File: config.mk
export PLATFORM = sky130hd
export DESIGN_NAME = cfe_flag_unit
export DESIGN_NICKNAME = d
export VERILOG_FILES = /design/src/verilog/cfe_pkg.sv /design/src/verilog/cfe_cond_eval.sv /design/src/verilog/cfe_reg_ptr.sv /design/src/verilog/cfe_flag_unit.sv
export VERILOG_INCLUDE_DIRS = /design/src /design/src/verilog
export SDC_FILE = /design/constraint.sdc
export NUM_CORES = 1
export LEC_CHECK = 0
export BUFFER_PORTS_ARGS = -buffer_cell sky130_fd_sc_hd__clkbuf_2
export CAP_MARGIN = 0
export CELL_PAD_IN_SITES_DETAIL_PLACEMENT = 0
export CELL_PAD_IN_SITES_GLOBAL_PLACEMENT = 2
export CORE_UTILIZATION = 28
export DETAILED_ROUTE_END_ITERATION = 16
export GPL_TIMING_DRIVEN = 0
export PLACE_DENSITY = 0.94
export SLEW_MARGIN = 20
export SYNTH_ARGS = -nofsm -noshare
export SYNTH_HDL_FRONTEND = slang
export SYNTH_HIERARCHICAL = 1
export SYNTH_SLANG_ARGS = --single-unit
File: constraint.sdc
create_clock -name clk_sys -period 6.2 [get_ports clk_sys]
set_input_delay 0 -clock clk_sys [delete_from_list [all_inputs] [get_ports clk_sys]]
set_output_delay 0 -clock clk_sys [all_outputs]
set_load 0.05 [all_outputs]
File: src/verilog/cfe_defs.svh
`ifndef CFE_DEFS_SVH
`define CFE_DEFS_SVH
// ==========================================
// Register map and flag positions
`define CFE_FLAGS_ADDR    8'hE7
`define CFE_CTRL_ADDR     8'hE8
`define CFE_FLAGS_RESET   8'h00
`define CFE_BIT_C         7
`define CFE_BIT_Z         6
`define CFE_BIT_S         5
`define CFE_BIT_V         4
`define CFE_BIT_D         3
`define CFE_BIT_H         2
`define CFE_BIT_USER      1
`define CFE_BIT_SPACE     0
`define CFE_PTR_RESET     8'h00
`endif

File: src/verilog/cfe_pkg.sv
package cfe_pkg;
    // ==========================================
    // Operations presented to the flag unit
    typedef enum logic [4:0] {
        CFE_OP_NONE, CFE_OP_ALU, CFE_OP_COND_JUMP, CFE_OP_DIV, CFE_OP_STEPPED_WORD_DIVIDE,
        CFE_OP_CPJF, CFE_OP_CPJT, CFE_OP_BYTE_DECREMENT_LOOP, CFE_OP_WORD_DECREMENT_LOOP, CFE_OP_BIT_TEST_BRANCH_CLEAR,
        CFE_OP_BIT_TEST_BRANCH_SET, CFE_OP_WFI, CFE_OP_HALT, CFE_OP_SRP, CFE_OP_LOWER_REGISTER_POINTER_SET,
        CFE_OP_UPPER_REGISTER_POINTER_SET, CFE_OP_SPM, CFE_OP_SDM, CFE_OP_INTERRUPT_RETURN
    } cfe_op_t;
    // Condition codes
    typedef enum logic [4:0] {
        CFE_CC_F, CFE_CC_T, CFE_CC_C, CFE_CC_NC, CFE_CC_Z, CFE_CC_NZ,
        CFE_CC_PL, CFE_CC_MI, CFE_CC_OV, CFE_CC_NOV, CFE_CC_EQ, CFE_CC_NE,
        CFE_CC_SNB, CFE_CC_SB, CFE_CC_SA, CFE_CC_SNA,
        CFE_CC_UNB, CFE_CC_UB, CFE_CC_UA, CFE_CC_UNA
    } cfe_cc_t;
    // Core run state
    typedef enum logic [1:0] {CFE_RUN, CFE_WAIT, CFE_DMA, CFE_HALTED} cfe_run_t;
    // One instruction request
    typedef struct packed {
        logic        valid;      // Request present
        cfe_op_t     op;         // Operation
        cfe_cc_t     cc;         // Condition code
        logic [7:0]  a;          // First operand
        logic [7:0]  b;          // Second operand / bit number
        logic [15:0] word;       // Word operand
        logic [7:0]  res_flags;  // Flags from outer ALU / saved byte
        logic [7:0]  res_mask;   // Which flags ALU updates
        logic        div_zero;   // Divide result zero
        logic        div_sign;   // Divide result sign
    } cfe_req_t;
    // One result
    typedef struct packed {
        logic        done;
        logic        branch;
        logic        postinc;
        logic [15:0] count;
    } cfe_res_t;
endpackage : cfe_pkg

File: src/verilog/cfe_cond_eval.sv
`timescale 1ns/1ps
`include "cfe_defs.svh"
// ==========================================
// Condition code evaluator (combinational)
module cfe_cond_eval import cfe_pkg::*; (
    input  wire logic [7:0] flags,
    input  wire cfe_cc_t    cc,
    output logic            taken
);
    logic c, z, s, v;
    // Flag extraction
    always_comb begin
        c = flags[`CFE_BIT_C];
        z = flags[`CFE_BIT_Z];
        s = flags[`CFE_BIT_S];
        v = flags[`CFE_BIT_V];
        case (cc)
            CFE_CC_F:   taken = 1'b0;
            CFE_CC_T:   taken = 1'b1;
            CFE_CC_C:   taken = c;
            CFE_CC_NC:  taken = ~c;
            CFE_CC_Z,
            CFE_CC_EQ:  taken = z;
            CFE_CC_NZ,
            CFE_CC_NE:  taken = ~z;
            CFE_CC_PL:  taken = ~s;
            CFE_CC_MI:  taken = s;
            CFE_CC_OV:  taken = v;
            CFE_CC_NOV: taken = ~v;
            CFE_CC_SNB: taken = ~(s ^ v);
            CFE_CC_SB:  taken = s ^ v;
            CFE_CC_SA:  taken = ~(z | (s ^ v));
            CFE_CC_SNA: taken = z | (s ^ v);
            CFE_CC_UNB: taken = ~c;
            CFE_CC_UB:  taken = c;
            CFE_CC_UA:  taken = ~c & ~z;
            CFE_CC_UNA: taken = c | z;
            default:    taken = 1'b0;
        endcase
    end
endmodule : cfe_cond_eval

File: src/verilog/cfe_reg_ptr.sv
`timescale 1ns/1ps
`include "cfe_defs.svh"
// ==========================================
// Working register pointer pair
module cfe_reg_ptr import cfe_pkg::*; (
    input  wire logic       clk_sys,
    input  wire logic       sys_rst,
    input  wire logic       set_long,
    input  wire logic       set_low,
    input  wire logic       set_high,
    input  wire logic [7:0] value,
    output logic [7:0]      ptr_low,
    output logic [7:0]      ptr_high
);
    typedef struct packed {
        logic [7:0] lo;
        logic [7:0] hi;
    } cfe_ptr_t;
    cfe_ptr_t st_reg, st_next;
    // Next pointer state
    always_comb begin
        st_next = st_reg;
        if (set_long) begin
            // 16-register window: two adjacent 8-register groups
            st_next.lo = {value[7:4], 4'h0};
            st_next.hi = {value[7:4], 4'h8};
        end else begin
            if (set_low)  st_next.lo = {value[7:3], 3'h0};
            if (set_high) st_next.hi = {value[7:3], 3'h0};
        end
    end
    // State register
    always_ff @(posedge clk_sys) begin
        if (sys_rst) st_reg <= '{lo: `CFE_PTR_RESET, hi: `CFE_PTR_RESET};
        else         st_reg <= st_next;
    end
    assign ptr_low  = st_reg.lo;
    assign ptr_high = st_reg.hi;
endmodule : cfe_reg_ptr

File: src/verilog/cfe_flag_unit.sv
`timescale 1ns/1ps
`include "cfe_defs.svh"
// Overview of operation
// - Flags byte lives at register 231
// - Bit 1 user flag, software only
// - Bit 0 memory space, drives pin
// - Jumps test C Z S V; aliases
// - Signed conditions from S xor V
// - Unsigned not-below/below from carry
// - Unsigned above/not-above from C, Z
// - Divide sets C D; stepped undefined
// - Compare-jump-false, else postinc, flags kept
// - Compare-jump-true, else postinc, flags kept
// - Byte decrement loop, flags kept
// - Word decrement loop, flags kept
// - Bit test branch, flags kept
// - Wait for interrupt, serve DMA
// - Halt until reset, flags kept
// - Long pointer sets 16-register window
// - Split pointers set 8-register groups
module cfe_flag_unit import cfe_pkg::*; (
    input  wire logic       clk_sys,
    input  wire logic       sys_rst,
    input  wire logic [7:0] reg_addr,
    input  wire logic [7:0] reg_wdata,
    input  wire logic       reg_wr,
    input  wire logic       reg_rd,
    output logic [7:0]      reg_rdata,
    input  wire cfe_req_t   req,
    input  wire logic       irq_pending,
    input  wire logic       dma_req,
    input  wire logic       dma_done,
    output cfe_res_t        res,
    output logic            mem_space,
    output logic [7:0]      flags_out,
    output cfe_run_t        run_state,
    output logic [7:0]      ptr_low,
    output logic [7:0]      ptr_high
);
    // ==========================================
    // State
    typedef struct packed {
        logic [7:0]  flags;    // Flag byte
        cfe_run_t    run;      // Run state
        cfe_res_t    res;      // Registered result
        logic [7:0]  rdata;    // Read data
        logic        space;    // Pin copy
    } cfe_state_t;
    cfe_state_t st_reg, st_next;
    logic       cond_ok;       // Condition code result
    logic [7:0] byte_dec;      // Decremented byte
    logic [15:0] word_dec;     // Decremented word
    logic       accept;        // Instruction accepted
    logic       ptr_long, ptr_lo, ptr_hi;

    // ==========================================
    // Helpers
    function automatic logic [7:0] merge(input logic [7:0] old_v,
                                         input logic [7:0] new_v,
                                         input logic [7:0] mask);
        merge = (old_v & ~mask) | (new_v & mask);
    endfunction : merge

    cfe_cond_eval u_cond (
        .flags (st_reg.flags),
        .cc    (req.cc),
        .taken (cond_ok)
    );

    assign accept   = req.valid && (st_reg.run == CFE_RUN);
    assign ptr_long = accept && (req.op == CFE_OP_SRP);
    assign ptr_lo   = accept && (req.op == CFE_OP_LOWER_REGISTER_POINTER_SET);
    assign ptr_hi   = accept && (req.op == CFE_OP_UPPER_REGISTER_POINTER_SET);

    cfe_reg_ptr u_ptr (
        .clk_sys  (clk_sys),
        .sys_rst  (sys_rst),
        .set_long (ptr_long),
        .set_low  (ptr_lo),
        .set_high (ptr_hi),
        .value    (req.a),
        .ptr_low  (ptr_low),
        .ptr_high (ptr_high)
    );

    // ==========================================
    // Next state
    always_comb begin
        st_next = st_reg;
        st_next.res = '0;
        st_next.rdata = 8'h00;
        byte_dec = req.a - 8'h01;
        word_dec = req.word - 16'h0001;
        // Register read, data next cycle
        if (reg_rd) begin
            if (reg_addr == `CFE_FLAGS_ADDR) st_next.rdata = st_reg.flags;
            else if (reg_addr == `CFE_CTRL_ADDR) st_next.rdata = {6'h00, st_reg.run};
        end
        // Run state sequencing
        case (st_reg.run)
            CFE_RUN: begin
                if (accept) begin
                    st_next.res.done = 1'b1;
                    case (req.op)
                        CFE_OP_ALU: begin
                            // Outer ALU result; user and space bits protected
                            st_next.flags = merge(st_reg.flags, req.res_flags,
                                                  req.res_mask & 8'hFC);
                        end
                        CFE_OP_COND_JUMP: st_next.res.branch = cond_ok;
                        CFE_OP_DIV: begin
                            st_next.flags[`CFE_BIT_C] = 1'b1;
                            st_next.flags[`CFE_BIT_D] = 1'b1;
                            st_next.flags[`CFE_BIT_Z] = req.div_zero;
                            st_next.flags[`CFE_BIT_S] = req.div_sign;
                        end
                        CFE_OP_STEPPED_WORD_DIVIDE: begin
                            // Undefined flags: take what the divider leaves
                            st_next.flags = merge(st_reg.flags, req.res_flags,
                                                  8'hFC);
                        end
                        CFE_OP_CPJF: begin
                            st_next.res.branch  = (req.a != req.b);
                            st_next.res.postinc = (req.a == req.b);
                        end
                        CFE_OP_CPJT: begin
                            st_next.res.branch  = (req.a == req.b);
                            st_next.res.postinc = (req.a != req.b);
                        end
                        CFE_OP_BYTE_DECREMENT_LOOP: begin
                            st_next.res.count  = {8'h00, byte_dec};
                            st_next.res.branch = (byte_dec != 8'h00);
                        end
                        CFE_OP_WORD_DECREMENT_LOOP: begin
                            st_next.res.count  = word_dec;
                            st_next.res.branch = (word_dec != 16'h0000);
                        end
                        CFE_OP_BIT_TEST_BRANCH_CLEAR: st_next.res.branch = ~req.a[req.b[2:0]];
                        CFE_OP_BIT_TEST_BRANCH_SET: st_next.res.branch = req.a[req.b[2:0]];
                        CFE_OP_WFI:  st_next.run = CFE_WAIT;
                        CFE_OP_HALT: st_next.run = CFE_HALTED;
                        CFE_OP_SPM:  st_next.flags[`CFE_BIT_SPACE] = 1'b1;
                        CFE_OP_SDM:  st_next.flags[`CFE_BIT_SPACE] = 1'b0;
                        CFE_OP_INTERRUPT_RETURN: st_next.flags = req.res_flags;
                        default: ;
                    endcase
                end
            end
            CFE_WAIT: begin
                // Interrupt wins over DMA
                if (irq_pending)  st_next.run = CFE_RUN;
                else if (dma_req) st_next.run = CFE_DMA;
            end
            CFE_DMA: if (dma_done) st_next.run = CFE_WAIT;
            CFE_HALTED: st_next.run = CFE_HALTED;
            default: st_next.run = CFE_RUN;
        endcase
        // Software write of flag byte wins last
        if (reg_wr && reg_addr == `CFE_FLAGS_ADDR) st_next.flags = reg_wdata;
        st_next.space = st_next.flags[`CFE_BIT_SPACE];
    end

    // State register
    always_ff @(posedge clk_sys) begin
        if (sys_rst) begin
            st_reg       <= '0;
            st_reg.flags <= `CFE_FLAGS_RESET;
            st_reg.run   <= CFE_RUN;
        end else begin
            st_reg <= st_next;
        end
    end

    assign reg_rdata = st_reg.rdata;
    assign res       = st_reg.res;
    assign mem_space = st_reg.space;
    assign flags_out = st_reg.flags;
    assign run_state = st_reg.run;

    // ==========================================
    // Checks
    chk_halt_sticky: assert property (@(posedge clk_sys) disable iff (sys_rst)
        run_state == CFE_HALTED |=> run_state == CFE_HALTED)
        else $error("halt left before reset");
    chk_pin_follow: assert property (@(posedge clk_sys) disable iff (sys_rst)
        mem_space == flags_out[`CFE_BIT_SPACE])
        else $error("memory space pin mismatch");
    chk_div_flags: assert property (@(posedge clk_sys) disable iff (sys_rst)
        accept && req.op == CFE_OP_DIV && !reg_wr |=> flags_out[`CFE_BIT_C]
        && flags_out[`CFE_BIT_D])
        else $error("divide carry or decimal not set");
    chk_cpj_flags: assert property (@(posedge clk_sys) disable iff (sys_rst)
        accept && (req.op inside {CFE_OP_CPJF, CFE_OP_CPJT, CFE_OP_BYTE_DECREMENT_LOOP, CFE_OP_WORD_DECREMENT_LOOP,
        CFE_OP_BIT_TEST_BRANCH_CLEAR, CFE_OP_BIT_TEST_BRANCH_SET, CFE_OP_SRP, CFE_OP_LOWER_REGISTER_POINTER_SET, CFE_OP_UPPER_REGISTER_POINTER_SET}) && !reg_wr
        |=> $stable(flags_out))
        else $error("flags changed by flag-neutral op");
    chk_cpjt_branch: assert property (@(posedge clk_sys) disable iff (sys_rst)
        accept && req.op == CFE_OP_CPJT |=> res.branch == $past(req.a == req.b)
        && res.postinc == !res.branch)
        else $error("compare jump true wrong");
    chk_byte_decrement_loop_branch: assert property (@(posedge clk_sys) disable iff (sys_rst)
        accept && req.op == CFE_OP_BYTE_DECREMENT_LOOP && req.a == 8'h01 |=> !res.branch
        && res.count == 16'h0000)
        else $error("byte loop branched on zero");
    chk_wfi_enter: assert property (@(posedge clk_sys) disable iff (sys_rst)
        accept && req.op == CFE_OP_WFI |=> run_state == CFE_WAIT)
        else $error("wait state not entered");
    chk_dma_return: assert property (@(posedge clk_sys) disable iff (sys_rst)
        run_state == CFE_DMA && dma_done |=> run_state == CFE_WAIT)
        else $error("no return to wait after dma");
    chk_user_kept: assert property (@(posedge clk_sys) disable iff (sys_rst)
        accept && req.op == CFE_OP_ALU && !reg_wr |=> $stable(flags_out[1:0]))
        else $error("user or space bit changed by alu");
endmodule : cfe_flag_unit

==> impl_results.rst, run 1 <==
.. list-table::
   :header-rows: 1

   * - Metric
     - Value
   * - Result of the run
     - finished, final reports clean
   * - Global-route usage over all layers
     - 16.3%
   * - Clk slew on worst S/H paths
     - about 0.1 ns
   * - GP Congestion
     - 0.841
   * - Final min period
     - ~2.9 ns
   * - Fraction of the cycle the final worst path needs
     - 46.9%
   * - Reg2Reg Depth
     - 6
   * - Final Skew
     - 0.00962 ns
   * - Endpoint kind of the worst setup timing path
     - register
   * - Post-synth ARST share
     - 0%
   * - Leading cell types by total area after synthesis
     - sky130_fd_sc_hd__dfxtp_1 (30%), sky130_fd_sc_hd__xor2_1 (5.6%), sky130_fd_sc_hd__nor2_1 (5.4%)
   * - Timing-limited maximum frequency
     - 344 MHz
   * - Clock latency on the worst-skew pair
     - 0.30 ns
   * - Proportion of layout cells with a drive suffix above 1
     - 28.9%
   * - Filler cell count
     - 1150
   * - First-pass iteration count of the detailed router
     - 4
   * - Startpoint of the most critical register-to-register path
     - run_state[1]$_SDFFE_PP0P_
   * - Clock buffer count from CTS
     - 5
   * - Via density per instance
     - approximately 5.0
   * - R2r endpoint
     - u_ptr/ptr_high[5]$_SDFFE_PP0P_
   * - Number of standard-cell rows in the floorplan
     - 38
   * - Clock sink count
     - 47
   * - Htree depth
     - 2
   * - Post-Synthesis Cells
     - 394
   * - Data required time at the worst endpoint
     - 6.43 ns
   * - Share of the synthesized area in the top cell type
     - 30.0%
   * - Number of max-slew violations in the final report
     - 0
   * - # IOs
     - 138
   * - Total number of vias
     - 3411
   * - Die Ht
     - around 110 um
   * - Commonest cells in the netlist
     - sky130_fd_sc_hd__dfxtp_1 (47), sky130_fd_sc_hd__nor2_1 (45), sky130_fd_sc_hd__nand2_1 (29)
   * - Layout net count
     - 633
   * - Post-Syn Area
     - 3140 sq um
   * - Initial standard-cell utilization of the core
     - around 29%
   * - Post-Layout Cell Count
     - 686
   * - Maximum Capacitance Violations
     - 0
   * - Combined flip-flop and latch cell area
     - 941 sq um
   * - Number of gates given a new drive strength after cts
     - 0
   * - Static leakage
     - 1.81 nW
   * - Distinct cell type count of the synthesized netlist
     - 61
   * - Classification of the worst setup path
     - register to register
   * - Final setup violation count
     - 0
   * - Number of DRC markers in iteration 0
     - 143
   * - Layout Area Growth over Synthesis
     - 33.1%
   * - Hold Crit Endpoint
     - res[9]$_SDFF_PP0_
   * - Actual transition at the worst max-transition pin
     - 0.976 ns
   * - Core Region
     - 10900 sq um
   * - Total global routing overflow
     - 0
   * - EDFF count, synth
     - 0
   * - Biggest area consumer among synthesized cells
     - sky130_fd_sc_hd__dfxtp_1
   * - Critical path startpoint category
     - register
   * - Average cell area after synthesis
     - about 8.0 sq um
   * - Number of DRC violations after detailed routing
     - 0
   * - Reg2Reg Setup Slack
     - 3.29 ns
   * - Cell depth of the worst min-delay path
     - 3
   * - Most repeated cell in the gate-level netlist after synthesis
     - sky130_fd_sc_hd__dfxtp_1
   * - Number of nets with antenna violations after detailed routing
     - 0
   * - CP Data Arrival Time
     - 3.13 ns
   * - CTS root buf
     - sky130_fd_sc_hd__clkbuf_8
   * - Number of storage elements in the synthesis netlist
     - 47
   * - Seq/Total Area, Yosys
     - 30.0%
   * - Primary FF master, synth
     - sky130_fd_sc_hd__dfxtp_1
   * - Via count of the first global-routing pass
     - ~3200
   * - PD cells
     - 156 nW/um^2
   * - Setup TNS
     - 0 ns
   * - Routed length per placed instance
     - 13.9 um
   * - Count of placed standard cells including taps
     - 666
   * - Critical hold path startpoint
     - req[27]
   * - Final Hold Viols
     - 0
   * - Yosys synthesis warning count
     - 6
   * - Headroom to the max-slew limit
     - 34.8%
   * - Clock tree from TritonCTS
     - done
   * - Largest voltage drop on the vdd net
     - 0.0894 mV
   * - Buffer depth of the longest clock path
     - 2
   * - Antenna cells
     - 0
   * - Number of antenna violations at the first check in global routing
     - 0
   * - CP max FO
     - 10
   * - Worst path setup slack after routing
     - 3.29 ns
   * - Pin count of the biggest net entering global routing
     - 16
   * - Setup repair after global routing missed its margin
     - false
   * - Post-Place Worst Slack
     - roughly 3.3 ns
   * - Wire length of the first global-routing pass
     - ~15 mm
   * - Total routed wirelength
     - 9.56 mm
   * - Detail Placement HPWL
     - 7.72 mm
   * - Multi-input gate area in the final layout
     - 2040 sq um
   * - PortBufs
     - 127
   * - Die area
     - roughly 12000 sq um
   * - Buffers inserted during post-CTS setup optimization
     - 0
   * - Class of the worst hold path
     - input pin to register
   * - Die X
     - roughly 110 um
   * - Final worst hold slack
     - 0.00359 ns
power by group:
group | leakage [nW] | switching (W) | internal (W)
clock network | 0.0402 | 0.000112 | 0.0000787
registers | 0.379 | 0.00000264 | 0.000305
logic | 1.39 | 0.0000911 | 0.0000625
worst max path at each step:
stage	from	end	slack (ns)
CTS	run_state[1]$_SDFFE_PP0P_	u_ptr/ptr_high[5]$_SDFFE_PP0P_	3.28
finish	run_state[1]$_SDFFE_PP0P_	u_ptr/ptr_high[5]$_SDFFE_PP0P_	3.29
floorplan	flags_out[4]$_SDFFE_PP0P_	res[17]$_SDFF_PP0_	3.74
global route	run_state[1]$_SDFFE_PP0P_	u_ptr/ptr_high[5]$_SDFFE_PP0P_	2.98
global placement	run_state[0]$_SDFFE_PP0P_	u_ptr/ptr_high[5]$_SDFFE_PP0P_	3.43
detailed placement	run_state[1]$_SDFFE_PP0P_	u_ptr/ptr_high[5]$_SDFFE_PP0P_	3.33
layout make-up:
cell class,instances,area share (%)
Multi-Input combinational cell,317,49.0
Sequential cell,47,22.5
Tap cell,140,4.19
Buffer,23,3.03
Clock buffer,5,1.65
Clock inverter,3,0.479
Timing Repair Buffer,139,18.1
Inverter,12,1.08
layout by cell type, fill, tap and decap left out, types with 5 or more instances in the layout:
cell	instances
sky130_fd_sc_hd__conb_1	6
sky130_fd_sc_hd__a21oi_1	27
sky130_fd_sc_hd__nor2b_1	7
sky130_fd_sc_hd__nand2b_1	6
sky130_fd_sc_hd__inv_1	9
sky130_fd_sc_hd__or3b_1	10
sky130_fd_sc_hd__nand3_1	12
sky130_fd_sc_hd__xor2_1	20
sky130_fd_sc_hd__nor4_1	6
sky130_fd_sc_hd__clkbuf_8	5
sky130_fd_sc_hd__nor2_1	45
sky130_fd_sc_hd__nand2_1	29
sky130_fd_sc_hd__a211oi_1	7
sky130_fd_sc_hd__xnor2_1	8
sky130_fd_sc_hd__and2_1	10
sky130_fd_sc_hd__a22oi_1	8
sky130_fd_sc_hd__o21ai_0	14
sky130_fd_sc_hd__buf_4	8
sky130_fd_sc_hd__o21ai_1	7
sky130_fd_sc_hd__nor3_1	12
sky130_fd_sc_hd__dlygate4sd3_1	12
sky130_fd_sc_hd__dfxtp_1	47
sky130_fd_sc_hd__clkbuf_1	10
sky130_fd_sc_hd__mux2i_1	8
sky130_fd_sc_hd__or3_1	5
sky130_fd_sc_hd__nor3b_1	6
sky130_fd_sc_hd__clkbuf_2	127
layer usage:
| metal | up-vias | wire (um) | share of wire (%) | GRT usage (%) |
|---|---|---|---|---|
| met3 | 12 | 466 | 4.9 | 2.36 |
| met2 | 103 | 4500 | 47 | 27.6 |
| met5 | - | 0 | 0 | 0 |
| met4 | 0 | 144 | 1.5 | 4.40 |
| met1 | 1571 | 4450 | 47 | 21.5 |
| li1 | 1725 | - | - | - |
cells by family (layout without fill, tap and decap cells):
group           after synthesis  after routing  share of synthesized area [%]
flops                        47             47                           30.0
mux                          11             11                           4.35
simple gates                166            166                           28.9
fa+ha+maj                     4              4                           1.59
other cells                   1              6                          0.120
xor+xnor                     28             28                           7.82
compound gates              102            102                           21.8
buf+inv                      35            182                           5.46
flip-flops by register name (all words and copies together), names as in the netlist:
signal	cells
res	19
reg_rdata	8
run_state	2
u_ptr/ptr_high	5
flags_out	8
u_ptr/ptr_low	5
metrics by stage:
stage	util, %	instance area, sq um	total power (W)
floorplan	-	3160	0.000404
global placement	36.4	3970	0.000460
detailed placement	36.4	3970	0.000462
CTS	38.4	4180	0.000658
global route	38.4	4180	0.000686
finish	38.4	4180	0.000652
critical path, cell delays in order, from the launching register on:
cell and delay [ns]:
sky130_fd_sc_hd__dfxtp_1 0.39, sky130_fd_sc_hd__nor3b_1 0.81, sky130_fd_sc_hd__nand3_1 0.20, sky130_fd_sc_hd__nor3b_1 0.79
sky130_fd_sc_hd__buf_2 0.34, sky130_fd_sc_hd__o21ai_0 0.12, sky130_fd_sc_hd__a21oi_1 0.18
timing repair:
| action | CTS | global route |
|---|---|---|
| hold endpoints to repair | 12 | 0 |
| endpoints found under the setup margin | 0 | 0 |
| hold buffers | 12 | 0 |
(Power assumes the default switching activity.)
==> inputs of run 2 (changes only) <==
--- a/config.mk
+++ b/config.mk
@@ -10,10 +10,10 @@
 export CAP_MARGIN = 0
 export CELL_PAD_IN_SITES_DETAIL_PLACEMENT = 0
 export CELL_PAD_IN_SITES_GLOBAL_PLACEMENT = 2
-export CORE_UTILIZATION = 28
+export CORE_UTILIZATION = 23
 export DETAILED_ROUTE_END_ITERATION = 16
 export GPL_TIMING_DRIVEN = 0
-export PLACE_DENSITY = 0.94
+export PLACE_DENSITY = 0.84
 export SLEW_MARGIN = 20
 export SYNTH_ARGS = -nofsm -noshare
 export SYNTH_HDL_FRONTEND = slang
==> constraint.sdc (replaced) <==
create_clock -name clk_sys -period 2.5 [get_ports clk_sys]
set_input_delay 0 -clock clk_sys [delete_from_list [all_inputs] [get_ports clk_sys]]
set_output_delay 0 -clock clk_sys [all_outputs]
set_load 0.05 [all_outputs]
==> run 2 against run 1 <==
  * Setup slack worse by 3.2 ns
  * Clock skew down 0.0073 ns
  * Fmax up 22%
  * Critical path type unchanged
  * Via count up 0.91%
  * Count of clock-buffer cells in the layout unchanged
  * Utilization down 5.4 points
  * Largest cell class unchanged
==> impl_results.rst, run 2 (same netlist as run 1, synthesis figures left out) <==
.. list-table::
   :header-rows: 1

   * - Metric
     - Value
   * - Result of the run
     - finished, final reports clean (unchanged)
   * - Clock sink count
     - 47 (unchanged)
   * - PD cells
     - 443 nW/um^2 (was 156 nW/um^2)
   * - Number of standard-cell rows in the floorplan
     - 42 (was 38)
   * - Maximum Capacitance Violations
     - 0 (unchanged)
   * - Clk slew on worst S/H paths
     - 0.07 ns (was 0.10 ns)
   * - CP max FO
     - 5 (was 10)
   * - Endpoint kind of the worst setup timing path
     - register (unchanged)
   * - Routed length per placed instance
     - 13.9 um (about the same)
   * - Die Ht
     - 119 um (was 108 um)
   * - PortBufs
     - 127 (unchanged)
   * - Total number of vias
     - 3442 (was 3411)
   * - Detail Placement HPWL
     - 8.04 mm (was 7.72 mm)
   * - Headroom to the max-slew limit
     - 56.9% (was 34.8%)
   * - Relative contribution of combinational cells to total power
     - 20.4% (was 23.6%)
   * - Setup repair after global routing missed its margin
     - true (was false)
   * - Pin count of the biggest net entering global routing
     - 17 (was 16)
   * - Share of total power in sequential cells
     - 39.3% (was 47.2%)
   * - Static leakage
     - 1.88 nW (was 1.81 nW)
   * - CTS root buf
     - sky130_fd_sc_hd__clkbuf_16 (was sky130_fd_sc_hd__clkbuf_8)
   * - Die X
     - 119 um (was 108 um)
   * - Die area
     - 14100 sq um (was 11600 sq um)
   * - Number of DRC markers in iteration 0
     - 141 (was 143)
   * - Total routed wirelength
     - 10.2 mm (was 9.56 mm)
   * - Most frequent cells in the layout
     - sky130_fd_sc_hd__clkbuf_2 (127), sky130_fd_sc_hd__nor2_1 (45), sky130_fd_sc_hd__dfxtp_1 (45) (was sky130_fd_sc_hd__clkbuf_2 (127), sky130_fd_sc_hd__dfxtp_1 (47), sky130_fd_sc_hd__nor2_1 (45))
   * - Buffer depth of the longest clock path
     - 2 (unchanged)
   * - Layout Area Growth over Synthesis
     - 39.5% (was 33.1%)
   * - Proportion of layout cells with a drive suffix above 1
     - 30.4% (was 28.9%)
   * - Net Switching
     - 0.000544 W (was 0.000206 W)
   * - Clock latency on the worst-skew pair
     - 0.29 ns (was 0.30 ns)
   * - Critical hold path startpoint
     - req[27] (unchanged)
   * - Clock tree from TritonCTS
     - done (unchanged)
   * - Final min period
     - 2.38 ns (was 2.91 ns)
   * - GP Congestion
     - 0.794 (was 0.841)
   * - Number of antenna violations at the first check in global routing
     - 0 (unchanged)
   * - Actual transition at the worst max-transition pin
     - 0.646 ns (was 0.976 ns)
   * - Launch point of the critical path
     - flags_out[5]$_SDFFE_PP0P_ (was run_state[1]$_SDFFE_PP0P_)
   * - Switching share of power
     - 28.1% (was 31.6%)
   * - Number of nets with antenna violations after detailed routing
     - 0 (unchanged)
   * - Post-Layout Inst Area
     - 4380 sq um (was 4180 sq um)
   * - Number of max-slew violations in the final report
     - 0 (unchanged)
   * - Max reg flops
     - 19 (unchanged)
   * - Via count of the first global-routing pass
     - 3277 (was 3175)
   * - Final design utilization
     - 32.9% (was 38.4%)
   * - Largest voltage drop on the vdd net
     - 0.212 mV (was 0.0894 mV)
   * - First-pass iteration count of the detailed router
     - 4 (unchanged)
   * - Antenna cells
     - 0 (unchanged)
   * - CP Data Arrival Time
     - 2.57 ns (was 3.13 ns)
   * - Timing-limited maximum frequency
     - 420 MHz (was 344 MHz)
   * - Classification of the worst setup path
     - register to register (unchanged)
   * - Final setup violation count
     - 0 (unchanged)
   * - Class of the worst hold path
     - input pin to register (unchanged)
   * - Layout net count
     - 639 (was 633)
   * - Post-place instance area
     - 4010 sq um (was 3970 sq um)
   * - Clk network pwr share
     - 40.3% (was 29.3%)
   * - Via density per instance
     - 4.73 (was 4.97)
   * - Core Region
     - 13300 sq um (was 10900 sq um)
   * - Most common cell after layout, fill and taps aside
     - sky130_fd_sc_hd__clkbuf_2 (unchanged)
   * - Final Skew
     - 0.00230 ns (was 0.00962 ns)
   * - Htree depth
     - 2 (unchanged)
   * - Wire length of the first global-routing pass
     - 16.4 mm (was 15.1 mm)
   * - Critical path startpoint category
     - register (unchanged)
   * - Fraction of the cycle the final worst path needs
     - 95.2% (was 46.9%)
   * - Final worst hold slack
     - 0.0338 ns (was 0.00359 ns)
   * - Final Hold Viols
     - 0 (unchanged)
   * - Total design power
     - 0.00194 W (was 0.000652 W)
   * - Clock buffer count from CTS
     - 5 (unchanged)
   * - Data required time at the worst endpoint
     - 2.69 ns (was 6.43 ns)
   * - Initial standard-cell utilization of the core
     - 23.6% (was 28.8%)
   * - Cell-internal power
     - 0.00140 W (was 0.000446 W)
   * - Number of DRC violations after detailed routing
     - 0 (unchanged)
   * - Startpoint of the most critical register-to-register path
     - flags_out[5]$_SDFFE_PP0P_ (was run_state[1]$_SDFFE_PP0P_)
   * - # IOs
     - 138 (unchanged)
   * - Total global routing overflow
     - 0 (unchanged)
   * - Global-route usage over all layers
     - 14.5% (was 16.3%)
-- run 2: what timing repair did --
action	in CTS	in global routing
buffers inserted	0	5
hold buffers	13	0
endpoints found under the setup margin	11	6
endpoints found under the hold margin	13	0
pin swaps	0	3
resized for setup	3	3
-- run 2: per-layer routing --
layer,track usage [%],up-vias,part of all wire [%]
li1,-,1728,-
met2,23.7,96,46
met1,19.2,1608,49
met3,2.61,10,4.4
met5,0,-,0
met4,4.27,0,1.2
-- run 2: worst paths after layout --
check | endpoint | slack [ns] | cells after the start
max | res[17]$_SDFF_PP0_ | 0.12 | 11
min reg2reg | reg_rdata[2]$_SDFF_PP0_ | 0.51 | 1
max reg2reg | res[17]$_SDFF_PP0_ | 0.12 | 11
min | res[9]$_SDFF_PP0_ | 0.03 | 3
-- run 2: critical path, stage by stage, from the launching register on --
cell                        delay [ns]
sky130_fd_sc_hd__dfxtp_2          0.35
sky130_fd_sc_hd__xor2_1           0.17
sky130_fd_sc_hd__a21oi_1          0.15
sky130_fd_sc_hd__xor2_1           0.18
sky130_fd_sc_hd__a31oi_1          0.13
sky130_fd_sc_hd__o22ai_2          0.22
sky130_fd_sc_hd__nor2b_1          0.16
sky130_fd_sc_hd__a22oi_1          0.07
sky130_fd_sc_hd__or3_1            0.32
sky130_fd_sc_hd__mux2i_1          0.15
sky130_fd_sc_hd__a211oi_1         0.08
sky130_fd_sc_hd__a2111oi_2        0.30
-- run 2: area by class of cell --
cell class                      count  area (sq um)
Buffer                             23           126
Sequential cell                    47           943
Tap cell                          176           220
Inverter                           12          45.0
Multi-Input combinational cell    317          2070
Fill cell                        1417          8920
Clock buffer                        5           125
Timing Repair Buffer              145           803
Clock inverter                      3          46.3
-- run 2: power groups by stage --
| stage | Combinational, W | Sequential, W | Clock (W) |
|---|---|---|---|
| final | 0.000396 | 0.000763 | 0.000782 |
| after global routing | 0.000436 | 0.000763 | 0.000838 |
| after CTS | 0.000387 | 0.000763 | 0.000811 |
| after detailed placement | 0.000370 | 0.000780 | 0 |
| after global placement | 0.000364 | 0.000780 | 0 |
| after floorplan | 0.000195 | 0.000806 | 0 |
-- run 2: stage by stage --
stage                     setup WS, ns  std cells  setup TNS, ns
final                            0.120        728              0
after global routing           -0.0373        728        -0.0373
after CTS                       0.0316        723              0
after detailed placement        -0.378        702          -3.22
after global placement          -0.319        702          -2.85
after floorplan                 0.0444        399              0
==> inputs of run 3 (changes only) <==
--- a/config.mk
+++ b/config.mk
@@ -14,6 +14,7 @@
 export DETAILED_ROUTE_END_ITERATION = 16
 export GPL_TIMING_DRIVEN = 0
 export PLACE_DENSITY = 0.84
+export RECOVER_POWER = 50
 export SLEW_MARGIN = 20
 export SYNTH_ARGS = -nofsm -noshare
 export SYNTH_HDL_FRONTEND = slang
==> run 3 against run 2 <==
  * Flip-flop and latch count is the same
  * First-iteration DRC count shrank 13%
  * Non-clock buffer count is the same
  * Clock power is essentially flat
  * Fmax shrank 0.70%
  * Final cell count is the same
  * Critical path depth is the same
  * Wire length grew 0.64%
  * Highest routed layer unchanged
==> impl_results.rst, run 3 (same netlist as run 1, synthesis figures left out) <==
.. list-table::
   :header-rows: 1

   * - Metric
     - Value
   * - Final design utilization
     - 32.6% (was 32.9%)
   * - Max reg flops
     - 19 (unchanged)
   * - Wire length of the first global-routing pass
     - 16.4 mm (unchanged)
   * - Total global routing overflow
     - 0 (unchanged)
   * - Total routed wirelength
     - 10.2 mm (about the same)
   * - Static leakage
     - 1.75 nW (was 1.88 nW)
   * - Cell mode on critical path
     - sky130_fd_sc_hd__xor2_1 (unchanged)
   * - Layout net count
     - 639 (unchanged)
   * - CP Data Arrival Time
     - 2.59 ns (was 2.57 ns)
   * - Post-Layout Inst Area
     - 4330 sq um (was 4380 sq um)
   * - Actual transition at the worst max-transition pin
     - 0.673 ns (was 0.646 ns)
   * - Number of antenna violations at the first check in global routing
     - 0 (unchanged)
   * - Worst path buffer plus inverter count
     - 0 (unchanged)
   * - Net Switching
     - 0.000545 W (was 0.000544 W)
   * - Filler cell count
     - 1430 (was 1417)
   * - Pin count of the biggest net entering global routing
     - 17 (unchanged)
   * - Number of DRC violations after detailed routing
     - 0 (unchanged)
   * - CTS root buf
     - sky130_fd_sc_hd__clkbuf_16 (unchanged)
   * - Clock sink count
     - 47 (unchanged)
   * - Routed length per placed instance
     - 14.0 um (was 13.9 um)
   * - Cell-internal power
     - 0.00140 W (about the same)
   * - Endpoint kind of the worst setup timing path
     - register (unchanged)
   * - Met1 wire length
     - 5.01 mm (was 4.95 mm)
   * - Switching share of power
     - 28.1% (about the same)
   * - Clock tree from TritonCTS
     - done (unchanged)
   * - Uppermost layer routed
     - met4 (unchanged)
   * - CP max FO
     - 5 (unchanged)
   * - Via density per instance
     - 4.72 (was 4.73)
   * - Clock latency on the worst-skew pair
     - 0.29 ns (about the same)
   * - Class of the worst hold path
     - input pin to register (unchanged)
   * - Detail Placement HPWL
     - 8.04 mm (unchanged)
   * - Met2 wire length
     - 4.62 mm (was 4.63 mm)
   * - Number of nets with antenna violations after detailed routing
     - 0 (unchanged)
   * - # IOs
     - 138 (unchanged)
   * - Die Ht
     - 119 um (unchanged)
   * - Final Skew
     - 0.00233 ns (was 0.00230 ns)
   * - Number of max-slew violations in the final report
     - 0 (unchanged)
   * - Result of the run
     - finished, final reports clean (unchanged)
   * - Largest voltage drop on the vdd net
     - 0.212 mV (about the same)
   * - CP cell instances
     - xor2_1 -> a21oi_1 -> xor2_1 -> a31oi_1 -> o22ai_2 -> nor2b_1 -> a22oi_1 -> or3_1 -> mux2i_1 -> a211oi_1 -> a2111oi_2 (unchanged)
   * - Clk network pwr share
     - 40.3% (about the same)
   * - Largest delay share family, worst path
     - compound AO/OA/AOI/OAI gates (unchanged)
   * - Final Hold Viols
     - 0 (unchanged)
   * - Clk slew on worst S/H paths
     - 0.07 ns (about the same)
   * - First-pass iteration count of the detailed router
     - 6 (was 4)
   * - Clock buffer count from CTS
     - 5 (unchanged)
   * - PortBufs
     - 127 (unchanged)
   * - Relative contribution of combinational cells to total power
     - 20.4% (about the same)
   * - Fraction of the cycle the final worst path needs
     - 95.9% (was 95.2%)
   * - GP Congestion
     - 0.794 (unchanged)
   * - Maximum Capacitance Violations
     - 0 (unchanged)
   * - Cell at the slowest stage of the critical path
     - sky130_fd_sc_hd__dfxtp_2 (unchanged)
   * - Core Region
     - 13300 sq um (unchanged)
   * - Timing-limited maximum frequency
     - 417 MHz (was 420 MHz)
   * - Most frequent cells in the layout
     - sky130_fd_sc_hd__clkbuf_2 (88), sky130_fd_sc_hd__clkbuf_1 (49), sky130_fd_sc_hd__nor2_1 (45), sky130_fd_sc_hd__dfxtp_1 (45), sky130_fd_sc_hd__nand2_1 (29) (was sky130_fd_sc_hd__clkbuf_2 (127), sky130_fd_sc_hd__nor2_1 (45), sky130_fd_sc_hd__dfxtp_1 (45))
   * - Initial standard-cell utilization of the core
     - 23.6% (unchanged)
   * - Share of total power in sequential cells
     - 39.3% (about the same)
   * - Number of DRC markers in iteration 0
     - 122 (was 141)
   * - Buffer depth of the longest clock path
     - 2 (unchanged)
   * - Layout Area Growth over Synthesis
     - 37.9% (was 39.5%)
   * - Proportion of layout cells with a drive suffix above 1
     - 23.4% (was 30.4%)
   * - Data required time at the worst endpoint
     - 2.69 ns (about the same)
   * - Setup repair after global routing missed its margin
     - true (unchanged)
   * - Headroom to the max-slew limit
     - 55.0% (was 56.9%)
   * - Htree depth
     - 2 (unchanged)
   * - Final setup violation count
     - 0 (unchanged)
   * - Crit-path max cell delay
     - 0.35 ns (about the same)
   * - Most common cell after layout, fill and taps aside
     - sky130_fd_sc_hd__clkbuf_2 (unchanged)
   * - Number of standard-cell rows in the floorplan
     - 42 (unchanged)
   * - Antenna cells
     - 0 (unchanged)
   * - Die area
     - 14100 sq um (unchanged)
   * - PD cells
     - 448 nW/um^2 (was 443 nW/um^2)
   * - Post-place instance area
     - 4010 sq um (unchanged)
   * - Global-route usage over all layers
     - 14.5% (unchanged)
   * - Total number of vias
     - 3438 (was 3442)
   * - Die X
     - 119 um (unchanged)
   * - Final min period
     - 2.40 ns (was 2.38 ns)
   * - Total design power
     - 0.00194 W (about the same)
   * - Via count of the first global-routing pass
     - 3277 (unchanged)
   * - Critical path startpoint category
     - register (unchanged)
   * - Classification of the worst setup path
     - register to register (unchanged)
   * - Routed met3 length
     - 434 um (was 450 um)
==> run 3: repair_timing <==
item                                    CTS  global route
hold buffers                             13             0
endpoints found under the setup margin   11             6
setup buffers                             0             5
gates resized for setup                   3             3
pin swaps                                 0             3
endpoints found under the hold margin    13             0
cloned                                    0             0
==> run 3: metal layers <==
| metal | GRT usage, % | vias up |
|---|---|---|
| met5 | 0 | - |
| met4 | 4.27 | 0 |
| met3 | 2.61 | 11 |
| met2 | 23.7 | 93 |
| met1 | 19.2 | 1604 |
| li1 | - | 1730 |
==> run 3: final timing paths <==
| path | from | end | slack, ns | cells past startpoint |
|---|---|---|---|---|
| min reg2reg | flags_out[2]$_SDFFE_PP0P_ | reg_rdata[2]$_SDFF_PP0_ | 0.51 | 1 |
| min | req[27] | res[9]$_SDFF_PP0_ | 0.03 | 3 |
| max reg2reg | flags_out[5]$_SDFFE_PP0P_ | res[17]$_SDFF_PP0_ | 0.10 | 11 |
| max | flags_out[5]$_SDFFE_PP0P_ | res[17]$_SDFF_PP0_ | 0.10 | 11 |
==> run 3: power by group through the flow <==
stage	sequential, W	clock, W	combinational, W
detailed placement	0.000780	0	0.000370
global placement	0.000780	0	0.000364
finish	0.000763	0.000781	0.000396
floorplan	0.000806	0	0.000195
global route	0.000763	0.000838	0.000434
CTS	0.000763	0.000811	0.000387
==> run 3: worst min-delay path: stages <==
cell	delay, ns
sky130_fd_sc_hd__clkbuf_2	0.12
sky130_fd_sc_hd__o21ai_1	0.08
sky130_fd_sc_hd__a21oi_1	0.08
==> run 3: through the flow <==
| step | std cells | hold WS [ns] | setup WS [ns] | setup TNS (ns) |
|---|---|---|---|---|
| 6_report | 728 | 0.0343 | 0.103 | 0 |
| 5_1_grt | 728 | 0.0514 | -0.0373 | -0.0373 |
| 4_1_cts | 723 | 0.0316 | 0.0316 | 0 |
| 3_5_place_dp | 702 | 0.257 | -0.378 | -3.22 |
| 3_3_place_gp | 702 | 0.255 | -0.319 | -2.85 |
| 2_1_floorplan | 399 | 0.145 | 0.0444 | 0 |
==> run 3: layout make-up <==
cell class / instances / area, sq um / share of cell area (%)
clock inverters: 3 / 46.3 / 1.07
inverters: 12 / 45.0 / 1.04
flip-flops and latches: 47 / 943 / 21.8
multi-input cells: 317 / 2070 / 47.8
well taps: 176 / 220 / 5.09
repair buffers: 145 / 754 / 17.4
plain buffers: 23 / 126 / 2.92
clock buffers: 5 / 125 / 2.89
